$ cat src/design/seesc_pkg.sv
// Purpose: Shared constants and types for the serial memory select-line control.
// Assumes: 20 MHz system clock; serial pins are asynchronous to it.
// Notes: Times are kept in their printed units and turned into cycle counts here.
package seesc_pkg;

  localparam int SEESC_CLK_HZ = 20000000;
  localparam int SEESC_DESEL_NS = 1000;
  localparam int SEESC_DESEL_CYC = (SEESC_DESEL_NS * (SEESC_CLK_HZ / 1000000) + 999) / 1000;
  localparam int SEESC_PROG_MS = 15;
  localparam int SEESC_PROG_CYC = SEESC_PROG_MS * (SEESC_CLK_HZ / 1000);

  localparam int SEESC_OP_W = 2;
  localparam int SEESC_ADDR_W = 8;
  localparam int SEESC_DATA_W = 16;
  localparam int SEESC_HDR_BITS = SEESC_OP_W + SEESC_ADDR_W;
  localparam int SEESC_CNT_W = 5;

  localparam logic [1:0] SEESC_OP_EXT = 2'h0;
  localparam logic [1:0] SEESC_OP_WRITE = 2'h1;
  localparam logic [1:0] SEESC_OP_READ = 2'h2;
  localparam logic [1:0] SEESC_OP_ERASE = 2'h3;
  localparam logic [1:0] SEESC_EXT_WDS = 2'h0;
  localparam logic [1:0] SEESC_EXT_WRALL = 2'h1;
  localparam logic [1:0] SEESC_EXT_ERAL = 2'h2;
  localparam logic [1:0] SEESC_EXT_WEN = 2'h3;

  typedef enum logic [2:0] {
    SEESC_IDLE = 3'h0,
    SEESC_HDR = 3'h1,
    SEESC_DATA = 3'h3,
    SEESC_DONE = 3'h2,
    SEESC_READ = 3'h6
  } seesc_state_type;

  typedef struct packed {
    logic select;
    logic sclk;
    logic sdata;
  } seesc_pins_type;

  typedef struct packed {
    logic [SEESC_OP_W-1:0] opcode;
    logic [SEESC_ADDR_W-1:0] addr;
    logic [SEESC_DATA_W-1:0] data;
  } seesc_cmd_type;

endpackage

$ cat src/design/seesc_sync.sv
// Purpose: Two-stage synchroniser for a group of asynchronous pins.
// Assumes: Inputs are slow compared with clk.
// Notes: The first stage is read only by the second stage.
`timescale 1ns/100ps
module seesc_sync
  import seesc_pkg::*;
#(
  parameter int WIDTH = 3
)
(
  input wire logic clk,
  input wire logic srst,
  input wire logic [WIDTH-1:0] async_in,
  output logic [WIDTH-1:0] sync_out
);

  logic [WIDTH-1:0] meta_q;
  logic [WIDTH-1:0] meta_d;
  logic [WIDTH-1:0] sync_q;
  logic [WIDTH-1:0] sync_d;

  always_comb
  begin
    meta_d = async_in;
    sync_d = meta_q;
  end

  always_ff @(posedge clk)
  begin
    if (srst)
    begin
      meta_q <= '0;
      sync_q <= '0;
    end
    else
    begin
      meta_q <= meta_d;
      sync_q <= sync_d;
    end
  end

  assign sync_out = sync_q;

endmodule

$ cat src/design/seesc_top.sv
// Purpose: Select-line control of a small serial nonvolatile memory: framing, reset, programming start, status.
// Assumes: The master drives select, serial clock and serial data; all are synchronised to clk.
// Notes: The array itself is outside; a programming request made with writes enabled and not busy pulses cmd_valid with the captured command.
`timescale 1ns/100ps
module seesc_top
  import seesc_pkg::*;
#(
  parameter int PROG_CYCLES = SEESC_PROG_CYC
)
(
  input wire logic clk,
  input wire logic srst,
  input wire logic select_in,
  input wire logic serial_clock_in,
  input wire logic serial_in,
  input wire logic [SEESC_DATA_W-1:0] read_data,
  output logic serial_out,
  output logic serial_out_oe_n,
  output logic [SEESC_ADDR_W-1:0] read_addr,
  output logic cmd_valid,
  output seesc_cmd_type cmd,
  output logic busy,
  output logic write_enabled
);

  seesc_pins_type pins_s;
  logic [2:0] pins_raw;
  logic [2:0] pins_sync;

  assign pins_raw = {select_in, serial_clock_in, serial_in};
  assign pins_s = pins_sync;

  seesc_sync #(.WIDTH(3)) u_sync (
    .clk(clk),
    .srst(srst),
    .async_in(pins_raw),
    .sync_out(pins_sync)
  );

  function automatic logic is_prog(input logic [1:0] op, input logic [1:0] ext);
    is_prog = (op == SEESC_OP_WRITE) || (op == SEESC_OP_ERASE) ||
      ((op == SEESC_OP_EXT) && ((ext == SEESC_EXT_WRALL) || (ext == SEESC_EXT_ERAL)));
  endfunction

  seesc_state_type st_q, st_d;
  logic sel_q, sel_d, sck_q, sck_d;
  logic [SEESC_CNT_W-1:0] cnt_q, cnt_d;
  logic [SEESC_HDR_BITS-1:0] hdr_q, hdr_d;
  logic [SEESC_DATA_W-1:0] dat_q, dat_d;
  logic [SEESC_DATA_W:0] rsh_q, rsh_d;
  logic [7:0] dsl_q, dsl_d;
  logic reset_ok_q, reset_ok_d;
  logic wen_q, wen_d;
  logic [31:0] pcnt_q, pcnt_d;
  logic busy_q, busy_d;
  logic so_q, so_d, oe_n_q, oe_n_d, cv_q, cv_d;
  seesc_cmd_type cmd_q, cmd_d;
  logic [SEESC_ADDR_W-1:0] ra_q, ra_d;
  logic rld_q, rld_d;
  logic sel_rise, sel_fall, sck_rise;

  assign sel_rise = pins_s.select & ~sel_q;
  assign sel_fall = ~pins_s.select & sel_q;
  assign sck_rise = pins_s.sclk & ~sck_q & pins_s.select;

  always_comb
  begin
    st_d = st_q;
    sel_d = pins_s.select;
    sck_d = pins_s.sclk;
    cnt_d = cnt_q;
    hdr_d = hdr_q;
    dat_d = dat_q;
    rsh_d = rsh_q;
    dsl_d = dsl_q;
    reset_ok_d = reset_ok_q;
    wen_d = wen_q;
    pcnt_d = pcnt_q;
    busy_d = busy_q;
    so_d = so_q;
    oe_n_d = oe_n_q;
    cv_d = 1'b0;
    rld_d = 1'b0;
    cmd_d = cmd_q;
    ra_d = ra_q;
    if (!pins_s.select)
    begin
      oe_n_d = 1'b1;
      so_d = 1'b0;
      if (dsl_q < 8'(SEESC_DESEL_CYC))
        dsl_d = dsl_q + 8'h01;
      else
      begin
        reset_ok_d = 1'b1;
        hdr_d = '0;
        dat_d = '0;
        rsh_d = '0;
        cnt_d = '0;
      end
    end
    if (sel_rise)
    begin
      st_d = SEESC_IDLE;
      cnt_d = '0;
      dsl_d = '0;
      oe_n_d = 1'b0;
      so_d = ~busy_q;
    end
    else if (sck_rise && reset_ok_q)
    begin
      case (st_q)
        SEESC_IDLE:
        begin
          if (pins_s.sdata)
            st_d = SEESC_HDR;
        end
        SEESC_HDR:
        begin
          hdr_d = {hdr_q[SEESC_HDR_BITS-2:0], pins_s.sdata};
          cnt_d = cnt_q + 5'h01;
          if (cnt_q == 5'(SEESC_HDR_BITS - 1))
          begin
            cnt_d = '0;
            if (hdr_d[SEESC_HDR_BITS-1 -: 2] == SEESC_OP_READ)
            begin
              st_d = SEESC_READ;
              ra_d = hdr_d[SEESC_ADDR_W-1:0];
              rld_d = 1'b1;
              so_d = 1'b0;
            end
            else if (hdr_d[SEESC_HDR_BITS-1 -: 2] == SEESC_OP_WRITE ||
              (hdr_d[SEESC_HDR_BITS-1 -: 2] == SEESC_OP_EXT && hdr_d[SEESC_ADDR_W-1 -: 2] == SEESC_EXT_WRALL))
              st_d = SEESC_DATA;
            else
              st_d = SEESC_DONE;
          end
        end
        SEESC_DATA:
        begin
          dat_d = {dat_q[SEESC_DATA_W-2:0], pins_s.sdata};
          cnt_d = cnt_q + 5'h01;
          if (cnt_q == 5'(SEESC_DATA_W - 1))
            st_d = SEESC_DONE;
        end
        SEESC_READ:
        begin
          so_d = rsh_q[SEESC_DATA_W-1];
          rsh_d = {rsh_q[SEESC_DATA_W-1:0], 1'b0};
        end
        SEESC_DONE:
          st_d = SEESC_IDLE;
        default:
          st_d = SEESC_IDLE;
      endcase
    end
    // The word is loaded one cycle after its address is registered, so the array lookup sees the new address.
    if (rld_q)
      rsh_d = {1'b0, read_data};
    if (busy_q)
    begin
      if (pcnt_q == 32'h0)
        busy_d = 1'b0;
      else
        pcnt_d = pcnt_q - 32'h1;
      if (pins_s.select && !sel_rise)
        so_d = busy_d ? 1'b0 : 1'b1;
    end
    if (sel_fall)
    begin
      st_d = SEESC_IDLE;
      reset_ok_d = 1'b0;
      if (st_q == SEESC_DONE)
      begin
        if (hdr_q[SEESC_HDR_BITS-1 -: 2] == SEESC_OP_EXT && hdr_q[SEESC_ADDR_W-1 -: 2] == SEESC_EXT_WEN)
          wen_d = 1'b1;
        else if (hdr_q[SEESC_HDR_BITS-1 -: 2] == SEESC_OP_EXT && hdr_q[SEESC_ADDR_W-1 -: 2] == SEESC_EXT_WDS)
          wen_d = 1'b0;
        else if (wen_q && !busy_q && is_prog(hdr_q[SEESC_HDR_BITS-1 -: 2], hdr_q[SEESC_ADDR_W-1 -: 2]))
        begin
          busy_d = 1'b1;
          pcnt_d = 32'(PROG_CYCLES - 1);
          cv_d = 1'b1;
          cmd_d = '{opcode: hdr_q[SEESC_HDR_BITS-1 -: 2], addr: hdr_q[SEESC_ADDR_W-1:0], data: dat_q};
        end
      end
    end
  end

  always_ff @(posedge clk)
  begin
    if (srst)
    begin
      st_q <= SEESC_IDLE;
      sel_q <= 1'b0;
      sck_q <= 1'b0;
      cnt_q <= '0;
      hdr_q <= '0;
      dat_q <= '0;
      rsh_q <= '0;
      dsl_q <= '0;
      reset_ok_q <= 1'b0;
      wen_q <= 1'b0;
      pcnt_q <= '0;
      busy_q <= 1'b0;
      so_q <= 1'b0;
      oe_n_q <= 1'b1;
      cv_q <= 1'b0;
      cmd_q <= '0;
      ra_q <= '0;
      rld_q <= 1'b0;
    end
    else
    begin
      st_q <= st_d;
      sel_q <= sel_d;
      sck_q <= sck_d;
      cnt_q <= cnt_d;
      hdr_q <= hdr_d;
      dat_q <= dat_d;
      rsh_q <= rsh_d;
      dsl_q <= dsl_d;
      reset_ok_q <= reset_ok_d;
      wen_q <= wen_d;
      pcnt_q <= pcnt_d;
      busy_q <= busy_d;
      so_q <= so_d;
      oe_n_q <= oe_n_d;
      cv_q <= cv_d;
      cmd_q <= cmd_d;
      ra_q <= ra_d;
      rld_q <= rld_d;
    end
  end

  assign serial_out = so_q;
  assign serial_out_oe_n = oe_n_q;
  assign read_addr = ra_q;
  assign cmd_valid = cv_q;
  assign cmd = cmd_q;
  assign busy = busy_q;
  assign write_enabled = wen_q;

  a_desel_release: assert property (@(posedge clk) disable iff (srst)
    !pins_s.select |=> serial_out_oe_n) else $error("Output driven while deselected.");
  a_select_drive: assert property (@(posedge clk) disable iff (srst)
    sel_rise |=> !serial_out_oe_n) else $error("Output not driven after select.");
  a_rise_resets: assert property (@(posedge clk) disable iff (srst)
    sel_rise |=> st_q == SEESC_IDLE) else $error("State not reset on select rise.");
  a_prog_start: assert property (@(posedge clk) disable iff (srst)
    cmd_valid |-> busy && $rose(busy)) else $error("Programming start not paired with busy.");
  a_busy_status: assert property (@(posedge clk) disable iff (srst)
    busy && sel_q && pins_s.select |=> serial_out == !busy) else $error("Busy not shown as low.");
  a_no_sck_desel: assert property (@(posedge clk) disable iff (srst)
    !pins_s.select && !sel_q |=> $stable(hdr_q) || hdr_q == '0) else $error("Shift while deselected.");
  a_desel_reset: assert property (@(posedge clk) disable iff (srst)
    !sel_q && dsl_q >= 8'(SEESC_DESEL_CYC) && !pins_s.select |=> reset_ok_q && hdr_q == '0)
    else $error("Registers not reset after deselect time.");
  a_sample_edge: assert property (@(posedge clk) disable iff (srst)
    st_q == SEESC_HDR && !sck_rise && !sel_rise && pins_s.select |=> $stable(hdr_q))
    else $error("Header shifted without clock rise.");

endmodule

$ cat config.mk
export PLATFORM = sky130hd
export DESIGN_NAME = seesc_top
export DESIGN_NICKNAME = d
export VERILOG_FILES = /design/src/design/seesc_pkg.sv /design/src/design/seesc_sync.sv /design/src/design/seesc_top.sv
export SDC_FILE = /design/constraint.sdc
export NUM_CORES = 1
export LEC_CHECK = 0
export BUFFER_PORTS_ARGS = -buffer_cell sky130_fd_sc_hd__buf_2
export CAP_MARGIN = 20
export CORE_UTILIZATION = 58
export CTS_CLUSTER_SIZE = 28
export DETAILED_ROUTE_END_ITERATION = 16
export PLACE_DENSITY = 0.84
export SYNTH_ARGS = -nofsm -noshare
export SYNTH_HDL_FRONTEND = slang
export SYNTH_SLANG_ARGS = --single-unit
$ cat constraint.sdc
create_clock -name clk -period 2.9 [get_ports clk]
set_clock_uncertainty 0.1 [all_clocks]
set_input_delay 0.435 -clock clk [delete_from_list [all_inputs] [get_ports clk]]
set_output_delay 0.435 -clock clk [all_outputs]
set_load 0.01 [all_outputs]
# After elaboration in Yosys (flattened, before gate mapping)
# Cells that the tools add are included.
[classes]
bitwise = 18
magnitude_cmp = 1
n_mux = 57
n_reduce_logical = 32
n_addsub = 3
eq_ne = 18
[ops]
columns = ["operator", "n"]
rows = [
  ["$mux W32", 7],
  ["$mux W16", 6],
  ["$mux W17", 5],
  ["$mux W10", 5],
  ["$logic_not A32 Y1", 1],
  ["$sub A32 B1 Y32 const B", 1],
  ["$mux W1", 23],
  ["$mux W5", 4],
  ["$reduce_and A5 Y1", 3],
  ["$not A1 Y1", 14],
  ["$mux W3", 4],
  ["$pmux W3 S4", 1],
  ["$eq A5 B4 Y1 const B", 2],
  ["$pmux W5 S2", 1],
  ["$reduce_or A5 Y1", 2],
  ["$add A8 B1 Y8 const B", 1],
  ["$eq A2 B1 Y1 const B", 4],
  ["$eq A2 B2 Y1 const B", 4],
  ["$logic_and A1 B1 Y1", 8],
  ["$lt A8 B5 Y1 const B", 1],
  ["$eq A3 B2 Y1 const B", 2],
  ["$logic_not A2 Y1", 3],
  ["$ne A2 B2 Y1 const B", 3],
  ["$reduce_or A2 Y1", 3],
  ["other kinds (13)", 21],
]
[totals]
wordCells = 152
input_bits = 21
output_inout_bits = 39
reg_bits = 140

# Depth between registers and ports, before layout
# Gate-level depths: netlist of run 1.
[depth]
ltp_word = 10
depth_mapped = 8
ltp_nobuf = 8

# Hierarchy
# A second synthesis of run 1 with hierarchy kept.
[hier_totals]
cells_unflattened = 642
hier_area_um2 = 5771.8
[by_module_without_submodules]
columns = ["module", "area_per_inst_um2", "cells_per_inst", "instances", "seq_area_each_um2"]
rows = [
  ["seesc_top", 5614.1, 630, 1, 2662.6],
  ["seesc_sync", 157.7, 12, 1, 120.1],
]

# Least setup slack after synthesis of run 1
# Ideal clock, no wire load.
[synth_timing]
kind = "register -> register"
from = "register hdr_q[6]"
to = "register pcnt_q[16]"
period_less_slack_ns = 2.492
slack_ns = 0.408
stages_incl_launch_ff = 9
n_path_buf = 2
t_required_ns = 2.683
arrival_ns = 2.274
setup_time_ns = 0.117
cell_sequence = "dfxtp_1 -> inv_1 -> ha_1 -> or4b_2 -> a2111oi_4 -> or2_2 -> buf_2 -> buf_2 -> nor2_1"
[synth_via]
elab_chain_len = 10
word_cells_on_any_way = 15
classes_between = "3 x eq/ne; 5 x mux; 7 x reduce/logical"
[synth_lines]
columns = ["element", "line", "rtl"]
rows = [
  ["start, declared", "seesc_top.sv:48", "logic [SEESC_HDR_BITS-1:0] hdr_q, hdr_d;"],
  ["start signal, assigned", "seesc_top.sv:218", "hdr_q <= hdr_d;"],
  ["$eq A2 B1 Y1 or $eq A2 B2 Y1 (tied branches)", "seesc_top.sv:42", "((op == SEESC_OP_EXT) && ((ext == SEESC_EXT_WRALL) || (ext == SEESC_EXT_ERAL)));"],
  ["$logic_or A1 B1 Y1", "seesc_top.sv:42", ""],
  ["$logic_and A1 B1 Y1", "seesc_top.sv:42", ""],
  ["$logic_or A1 B1 Y1", "seesc_top.sv:41", "is_prog = (op == SEESC_OP_WRITE) || (op == SEESC_OP_ERASE) ||"],
  ["$logic_and A1 B1 Y1", "seesc_top.sv:178", "else if (wen_q && !busy_q && is_prog(hdr_q[SEESC_HDR_BITS-1 -: 2], hdr_q[SEESC_ADDR_W-1 -: 2]))"],
  ["$mux W32", "seesc_top.sv:178", ""],
  ["$mux W32", "seesc_top.sv:176", "else if (hdr_q[SEESC_HDR_BITS-1 -: 2] == SEESC_OP_EXT && hdr_q[SEESC_ADDR_W-1 -: 2] == SEESC_EXT_WDS)"],
  ["$mux W32 *", "seesc_top.sv:174", "if (hdr_q[SEESC_HDR_BITS-1 -: 2] == SEESC_OP_EXT && hdr_q[SEESC_ADDR_W-1 -: 2] == SEESC_EXT_WEN)"],
  ["$mux W32 *", "seesc_top.sv:172", "if (st_q == SEESC_DONE)"],
  ["$mux W32 *", "seesc_top.sv:168", "if (sel_fall)"],
  ["end signal, assigned", "seesc_top.sv:224", "pcnt_q <= pcnt_d;"],
  ["end, declared", "seesc_top.sv:54", "logic [31:0] pcnt_q, pcnt_d;"],
]
# Every way passes the cells marked *; elsewhere a longest branch is shown, timed or not.
# A chain may end at the register's enable or synchronous reset.

# Worst setup path after layout of run 1
[layout_timing]
from = "register hdr_q[7]"
to = "register pcnt_q[17]"
# The elaborated chain is that of the path after synthesis.

==> results of run 1 <==
[cell usage in the layout, fill, tap and decap left out, types with 4 or more instances in the layout]
master,Yosys,final
a21oi_1,68,68
a221oi_1,16,16
a22oi_1,10,10
a31oi_1,8,8
buf_2,5,58
buf_4,2,14
clkbuf_16,0,16
clkinvlp_4,0,4
dfxtp_1,139,139
ha_1,8,8
inv_1,12,12
inv_6,0,4
mux2i_1,14,14
nand2_1,85,85
nand2b_1,6,6
nand3_1,23,23
nor2_1,64,64
nor2b_1,28,28
nor3_1,25,25
nor4_1,8,8
o211ai_1,4,4
o21ai_0,12,12
o31ai_1,9,9
or2_2,5,5
or3_1,18,18
or4_1,10,10
xnor2_1,9,9
xor2_1,4,4
[path summary, 6_finish.rpt]
kind / endpoint
min: u_sync.meta_q[2]
max reg2reg: pcnt_q[17]
max: pcnt_q[17]
min reg2reg: dsl_q[6]
[worst max-delay path: stages (launching register included)]
cell and delay, ns:
dfxtp_1 0.45, inv_1 0.09, ha_1 0.27, or4b_2 0.65
a2111oi_4 0.44, buf_4 0.27, nor2_1 0.09, nand2_1 0.13
mux2i_1 0.08
[metal layers]
metal | global-route usage [%] | vias up | wire length, µm
li1 | - | 2520 | -
met3 | 7.661 | 42 | 758
met5 | 0 | - | 0
met2 | 45.74 | 162 | 6670
met1 | 33.68 | 2463 | 5907
met4 | 12.13 | 0 | 393
[cell type report]
type / instances / area [µm²]
well taps: 133 / 166.4
fillers: 776 / 2940
inverters: 12 / 45.04
clock buffers: 19 / 431.7
clock inverters: 13 / 156.4
flip-flops and latches: 139 / 2783
repair buffers: 72 / 395.4
multi-input cells: 484 / 2902
[through the flow]
step	setup slack (ns)	cells	utilization (%)	power, mW
3_3_place_gp	0.4284	840	64.07	2.035
6_report	0.1843	872	70.06	4.135
2_1_floorplan	0.4085	675	-	2.014
3_5_place_dp	0.2465	840	64.07	2.038
5_1_grt	0.05439	872	70.06	4.243
4_1_cts	0.2034	872	70.06	4.154
[power breakdown]
part	internal, mW	leakage, nW	switching (mW)
Sequential	1.92	1.12	0.00856
Clock	1.27	0.276	0.869
Combinational	0.0253	1.15	0.0440
Total	3.21	2.55	0.922
[sequential cells by signal, summed over array words and instances, names as in the netlist, 3 cells and up]
register and count:
rsh_q 16, cmd 26, st_q 3, read_addr 8, hdr_q 10, dsl_q 8, u_sync.meta_q 3, dat_q 16
pcnt_q 32, cnt_q 5, u_sync.sync_out 3
[cell families (layout without fill, tap and decap cells)]
family	after synthesis	count (layout)	share of synthesized area, %
xor gates and xnor gates	13	13	1.932
buffers and inverters	52	116	3.545
muxes	14	14	2.378
adders and majority gates	8	8	1.699
AOI/OAI and AO/OA	140	140	15.71
and+or+nand+nor	309	309	27.52
DFF	139	139	47.22
==> impl_results.md, run 1 <==
- CTS buffer count: 17
- TritonCTS clock tree: done
- Area contributors post-synth: dfxtp_1 (47%), a21oi_1 (5.8%), nand2_1 (5.4%), nor2_1 (4.1%), nor2b_1 (3.0%)
- Drt first pass iters: 5
- Tmin final: 2.716 ns
- Total core area: between 0.009 and 0.01 mm²
- Largest net degree at the start of global routing: 62
- Die area: 0.01057 mm²
- Highest Clock Rate: 0.3682 GHz
- Post-CTS Setup Repair Bufs: 0
- Worst vdd ir: ~0.00040 V
- Final setup viols: 0
- Worst Setup SP: hdr_q[7]
- Hold Path Origin: select_in
- # resized after CTS: 0
- DR vias: 5187
- Die Span Y: 102.8 µm
- Synth area leader: dfxtp_1
- Top-area cell type share of the netlist area: 47.22%
- Worst reg-to-reg setup slack: 0.18 ns
- Actual slew at the worst max-slew pin: 0.8348 ns
- Slew Viols, Final: 0
- Cts hold-fix bufs: 0
- Sequential cell area fraction in the yosys report: 47.22%
- Total track usage: 27.62%
- R2r startpoint: hdr_q[7]
- Final TNS setup: 0 ns
- Dpl hpwl: 8853 µm
- Rows: 36
- Residual DRC: 0
- Area after DPL: roughly 0.0063 mm²
- Layout Nets: 755
- CTS root buffer: clkbuf_8
- EDFF count, synth: 0
- Hold Crit Class: in2reg
- Longest Clk Path Bufs: 2
- I/O pins: 60
- Mapped cell area: 0.005893 mm²
- Initial antenna violation count: 0
- FF+latch count, synth: 139
- Outcome: complete, no violations
- Share of layout cells above drive strength 1: 17.59%
- Vias in the first global route: about 5000
- Final period utilization: 93.65%
- Data required, critical path: 3.19 ns
- Via/cell ratio: just under 6
- H-tree Lvls: 4
- Asr flop ratio synth: 0%
- Crit-path max FO: 15
- Worst-Skew Late Latency: 0.53 ns
- Antenna fix cells: 0
- Initial DRC Count: 372
- Startpoint Class: register
- DR WL/cell: between 15 and 20 µm
- Final Cell Area: 0.006879 mm²
- Main synth FF type: dfxtp_1
- Most frequent cell after synthesis: dfxtp_1
- GRT overflow: 0
- Syn Inst Count: slightly below 700
- Initial core utilization: 60.02%
- Cell Pwr Density: 601.1 mW/mm²
- Synthesized Nets: 704
- PortBufs: 59
- Synth cell count leaders: dfxtp_1 (139), nand2_1 (85), a21oi_1 (68)
- RePlAce Congestion: 0.8584
- Final WL: between 10000 and 15000 µm
- RSZ-0062 raised after global routing: false
- Endpoint class of the critical path: register
- Synthesis-to-layout area growth: 16.73%
- Crit path DAT: 3.00 ns
- Min Hold Slack: between 0.01 and 0.015 ns
- Final hold violation count: 0
- Clock transition at path regs: ~0.060 ns
- Leak: between 2 and 3 nW
- Worst hold path depth: 2
- Yosys warns: 0
- Max-cap violations: 0
- Final antenna-violating net count: 0
- Syn_area_per_cell: 8.731 µm²
- Width of the chip: 102.8 µm
- Clock Sinks: 139
- Setup CP Type: reg2reg
- Worst r2r path cells: 8
- Post-synth cell types: 61
- Slew headroom: 44.27%
- First-pass GRT wire length: 22650 µm
(Power assumes the default switching activity.)
==> inputs of run 2 (changes only) <==
Settings changed: ABC_AREA from default to 0, CORE_ASPECT_RATIO from default to 0.9, HOLD_SLACK_MARGIN from default to 0.02.
==> impl_results.md, run 2 (synthesis gave the netlist of run 1 again) <==
- Largest register by flop count: pcnt_q
- Area taken by multi-input logic gates: 0.002902 mm² (unchanged)
- Final period utilization: 92.40% (-1.2 points)
- CTS root buffer: clkbuf_16
- Cell Pwr Density: 590.0 mW/mm² (-1.9%)
- Total core area: 0.009784 mm² (-0.36%)
- Layout Nets: 754 (-0.13%)
- Die area: 0.01057 mm² (about the same)
- Outcome: complete, no violations
- I/O pins: 60 (unchanged)
- Vias in the first global route: 5060 (+3.6%)
- Post-CTS Setup Repair Bufs: 0 (unchanged)
- Startpoint Class: register
- PortBufs: 59 (unchanged)
- Via/cell ratio: 6.044 (+1.6%)
- Cts hold-fix bufs: 0 (unchanged)
- Worst-Skew Late Latency: 0.42 ns (-0.11 ns)
- Clock transition at path regs: 0.06 ns (about the same)
- Final TNS setup: 0 ns (unchanged)
- DR WL/cell: 15.94 µm (+1.2%)
- Residual DRC: 0 (unchanged)
- Die Span Y: 97.63 µm (-5.0%)
- FILL cells: 749 (-3.5%)
- TritonCTS clock tree: done
- RePlAce Congestion: 0.8725 (+1.6%)
- Data required, critical path: 3.08 ns (-0.11 ns)
- Endpoint class of the critical path: register
- # resized after CTS: 0 (unchanged)
- Antenna fix cells: 0 (unchanged)
- Slew headroom: 44.40% (+0.13 points)
- Hold Crit Class: in2reg
- Max FFs per register: 32 (unchanged)
- Most common cell after layout, fill and taps aside: dfxtp_1
- Clock Sinks: 139 (unchanged)
- Setup CP Type: reg2reg
- Dpl hpwl: 8842 µm (-0.12%)
- First-pass GRT wire length: 23370 µm (+3.2%)
- Synthesis-to-layout area growth: 15.99%
- H-tree Lvls: 4 (unchanged)
- Drt first pass iters: 5 (unchanged)
- Longest Clk Path Bufs: 2 (unchanged)
- Final hold violation count: 0 (unchanged)
- Largest net degree at the start of global routing: 75 (+21%)
- Initial DRC Count: 554 (+49%)
- Final WL: 13750 µm (+0.17%)
- Slew Viols, Final: 0 (unchanged)
- Crit path DAT: 2.86 ns (-0.14 ns)
- Actual slew at the worst max-slew pin: 0.8329 ns (-0.001928 ns)
- Leak: 2.529 nW (-0.73%)
- Initial antenna violation count: 0 (unchanged)
- Most frequent cells in the layout: dfxtp_1 (139), nand2_1 (85), a21oi_1 (68), nor2_1 (64), buf_2 (58)
- Rows: 34 (-5.6%)
- Share of layout cells above drive strength 1: 17.37% (-0.22 points)
- Worst vdd ir: 0.0004539 V (+14%)
- Final setup viols: 0 (unchanged)
- FF/Latch Area: 0.002783 mm² (unchanged)
- Crit-path max FO: 14 (-1)
- GRT overflow: 0 (unchanged)
- Power, Total: 4.033 mW (-2.5%)
- Initial core utilization: 60.23% (+0.21 points)
- Width of the chip: 108.3 µm (+5.3%)
- Max-cap violations: 0 (unchanged)
- Tmin final: 2.680 ns (-0.03613 ns)
- Highest Clock Rate: 0.3732 GHz (+1.3%)
- RSZ-0062 raised after global routing: false
- Final antenna-violating net count: 0 (unchanged)
- Final Cell Area: 0.006835 mm² (-0.64%)
- CTS buffer count: 17 (unchanged)
- DR vias: 5216 (+0.56%)
- Total track usage: 28.06% (+0.44 points)
- Fin worst setup slack: 0.2204 ns (+0.03613 ns)
- Area after DPL: 0.006275 mm² (-0.26%)
- Worst slack, placed: 0.2820 ns (+0.03554 ns)
## run 2: metrics by stage
step | hold WS (ns) | instances | utilization [%]
global route | 0.1306 | 863 | 69.86
detailed placement | 0.3221 | 832 | 64.13
floorplan | 0.3080 | 675 | -
global placement | 0.3146 | 832 | 64.13
finish | 0.1334 | 863 | 69.86
CTS | 0.1222 | 863 | 69.86
## run 2: final cells by class
type	instances	area share (%)
Timing Repair Buffer	71	5.675
Inverter	12	0.6590
Multi-Input combinational cell	484	42.45
Sequential cell	139	40.71
Tap cell	126	2.306
Clock buffer	19	6.480
Clock inverter	12	1.721
## run 2: critical path, stage by stage (launching register included)
cell       delay [ns]
dfxtp_1          0.45
inv_1            0.08
ha_1             0.27
or4b_2           0.64
a2111oi_4        0.45
buf_4            0.27
nor2_1           0.09
nand2_1          0.12
mux2i_1          0.07
## run 2: final timing paths
check / startpoint / end / slack (ns) / cells after the start
min: serial_in / u_sync.meta_q[0] / 0.13 / 2
max: hdr_q[7] / pcnt_q[17] / 0.22 / 8
min reg2reg: dsl_q[6] / dsl_q[6] / 0.33 / 2
max reg2reg: hdr_q[7] / pcnt_q[17] / 0.22 / 8
## run 2: report_power, final
part	switching [mW]	internal, mW	leakage (nW)
logic	0.0435	0.0245	1.15
registers	0.00831	1.92	1.12
clock network	0.834	1.20	0.262
## run 2: layer usage
layer	vias up	wire length (µm)	part of all wire, %	GRT usage (%)
met5	-	0	0	0
met4	0	380	2.8	13.83
met3	41	931	6.8	7.176
met2	216	6468	47	44.00
met1	2450	5973	43	35.65
li1	2509	-	-	-
==> inputs of run 3 (changes only) <==
Settings changed: CORE_ASPECT_RATIO 0.9 to default.
==> impl_results.md, run 3 (synthesis gave the netlist of run 1 again) <==
- Final setup viols: 0 (unchanged)
- Initial core utilization: 60.02% (-0.21 points)
- Crit path DAT: 3.02 ns (+0.16 ns)
- Clock transition at path regs: 0.06 ns (about the same)
- RePlAce Congestion: 0.8584 (-1.6%)
- Comb power frac: 1.7% (about the same)
- PortBufs: 59 (unchanged)
- Via/cell ratio: 5.930 (-1.9%)
- Width of the chip: 102.8 µm (-5.0%)
- CTS buffer count: 17 (unchanged)
- Sw power: 920.0 µW (+3.9%)
- Slew Viols, Final: 0 (unchanged)
- Die Span Y: 102.8 µm (+5.3%)
- Leak: 2.556 nW (+1.1%)
- DR WL/cell: 15.75 µm (-1.2%)
- Total core area: 0.009819 mm² (+0.36%)
- Setup CP Type: reg2reg
- Worst r2r path cells: 8 (unchanged)
- Final antenna-violating net count: 0 (unchanged)
- Antenna fix cells: 0 (unchanged)
- Most common cell after layout, fill and taps aside: dfxtp_1
- Longest Clk Path Bufs: 2 (unchanged)
- Hold Crit Class: in2reg
- Tmin final: 2.736 ns (+0.05614 ns)
- Worst vdd ir: 0.0003997 V (-12%)
- # resized after CTS: 0 (unchanged)
- Outcome: complete, no violations
- Die area: 0.01057 mm² (about the same)
- Cts hold-fix bufs: 2 (+2)
- Data required, critical path: 3.18 ns (+0.10 ns)
- Endpoint class of the critical path: register
- Final period utilization: 94.34% (+1.9 points)
- Initial antenna violation count: 0 (unchanged)
- Final Core Density: 70.26% (+0.40 points)
- Startpoint Class: register
- Clock Sinks: 139 (unchanged)
- Final TNS setup: 0 ns (unchanged)
- Largest register by flop count: pcnt_q
- Final hold violation count: 0 (unchanged)
- Slew headroom: 44.34% (-0.058 points)
- Vias in the first global route: 4891 (-3.3%)
- Rows: 36 (+5.9%)
- Max-cap violations: 0 (unchanged)
- DR vias: 5183 (-0.63%)
- Max FFs per register: 32 (unchanged)
- Synthesis-to-layout area growth: 17.07%
- GRT overflow: 0 (unchanged)
- First-pass GRT wire length: 22670 µm (-3.0%)
- Sw Ratio: 22.25% (+0.28 points)
- Post-CTS Setup Repair Bufs: 0 (unchanged)
- Initial DRC Count: 368 (-34%)
- TritonCTS clock tree: done
- Largest net degree at the start of global routing: 62 (-17%)
- Highest Clock Rate: 0.3655 GHz (-2.1%)
- Internal: 3.215 mW (+2.2%)
- Drt first pass iters: 5 (unchanged)
- Cell Pwr Density: 599.4 mW/mm² (+1.6%)
- Crit-path max FO: 15 (+1)
- Final WL: 13770 µm (+0.11%)
- Layout Nets: 757 (+0.40%)
- H-tree Lvls: 4 (unchanged)
- RSZ-0062 raised after global routing: false
- I/O pins: 60 (unchanged)
- Most frequent cells in the layout: dfxtp_1 (139), nand2_1 (85), a21oi_1 (68), nor2_1 (64), buf_2 (58)
- Total track usage: 27.65% (-0.41 points)
- Dpl hpwl: 8853 µm (+0.12%)
- Share of layout cells above drive strength 1: 17.54% (+0.18 points)
- Worst-Skew Late Latency: 0.53 ns (+0.11 ns)
- Clock group share of total power: 51.7% (+1.2 points)
- Residual DRC: 0 (unchanged)
- Worst hold path depth: 2 (unchanged)
- Actual slew at the worst max-slew pin: 0.8338 ns (+0.0008623 ns)
- CTS root buffer: clkbuf_8
- Sequential power share: 46.6% (-1.2 points)
-- run 3: metal layers --
layer | wire [µm] | up-vias | GRT usage [%]
li1 | - | 2520 | -
met2 | 6685 | 169 | 45.74
met4 | 348 | 0 | 12.13
met1 | 5999 | 2459 | 33.76
met5 | 0 | - | 0
met3 | 736 | 35 | 7.661
-- run 3: final timing paths --
| path | from | end | slack (ns) |
|---|---|---|---|
| worst min register to register | dsl_q[6] | dsl_q[6] | 0.33 |
| worst max-delay path | hdr_q[7] | pcnt_q[17] | 0.16 |
| worst max register to register | hdr_q[7] | pcnt_q[17] | 0.16 |
| worst min-delay path | serial_clock_in | u_sync.meta_q[1] | 0.04 |
-- run 3: critical path: stages, from the launching register on --
cell	delay, ns
dfxtp_1	0.46
inv_1	0.10
ha_1	0.28
or4b_2	0.65
a2111oi_4	0.44
buf_4	0.27
nor2_1	0.09
nand2_1	0.13
mux2i_1	0.08
-- run 3: layout make-up --
type / count / area (µm²)
Inverter: 12 / 45.04
Multi-Input combinational cell: 484 / 2902
Sequential cell: 139 / 2783
Tap cell: 133 / 166.4
Clock buffer: 19 / 431.7
Clock inverter: 13 / 156.4
Timing Repair Buffer: 74 / 415.4
Fill cell: 770 / 2920
-- run 3: power by group through the flow --
| stage | registers, mW | logic (mW) | clock network (mW) |
|---|---|---|---|
| after floorplan | 1.97 | 0.0478 | 0 |
| after global placement | 1.97 | 0.0662 | 0 |
| after detailed placement | 1.97 | 0.0685 | 0 |
| after CTS | 1.93 | 0.0714 | 2.16 |
| after global routing | 1.93 | 0.0795 | 2.24 |
| final | 1.93 | 0.0714 | 2.14 |
-- run 3: through the flow --
| step | instances | hold slack [ns] | worst slack [ns] | instance area, µm² | power [mW] |
|---|---|---|---|---|---|
| floorplan | 675 | 0.3080 | 0.4085 | 5893 | 2.014 |
| global placement | 840 | 0.3143 | 0.4284 | 6291 | 2.035 |
| detailed placement | 840 | 0.3166 | 0.2465 | 6291 | 2.038 |
| CTS | 874 | 0.02122 | 0.2034 | 6899 | 4.156 |
| global route | 874 | 0.02745 | 0.05439 | 6899 | 4.245 |
| finish | 874 | 0.03537 | 0.1642 | 6899 | 4.135 |
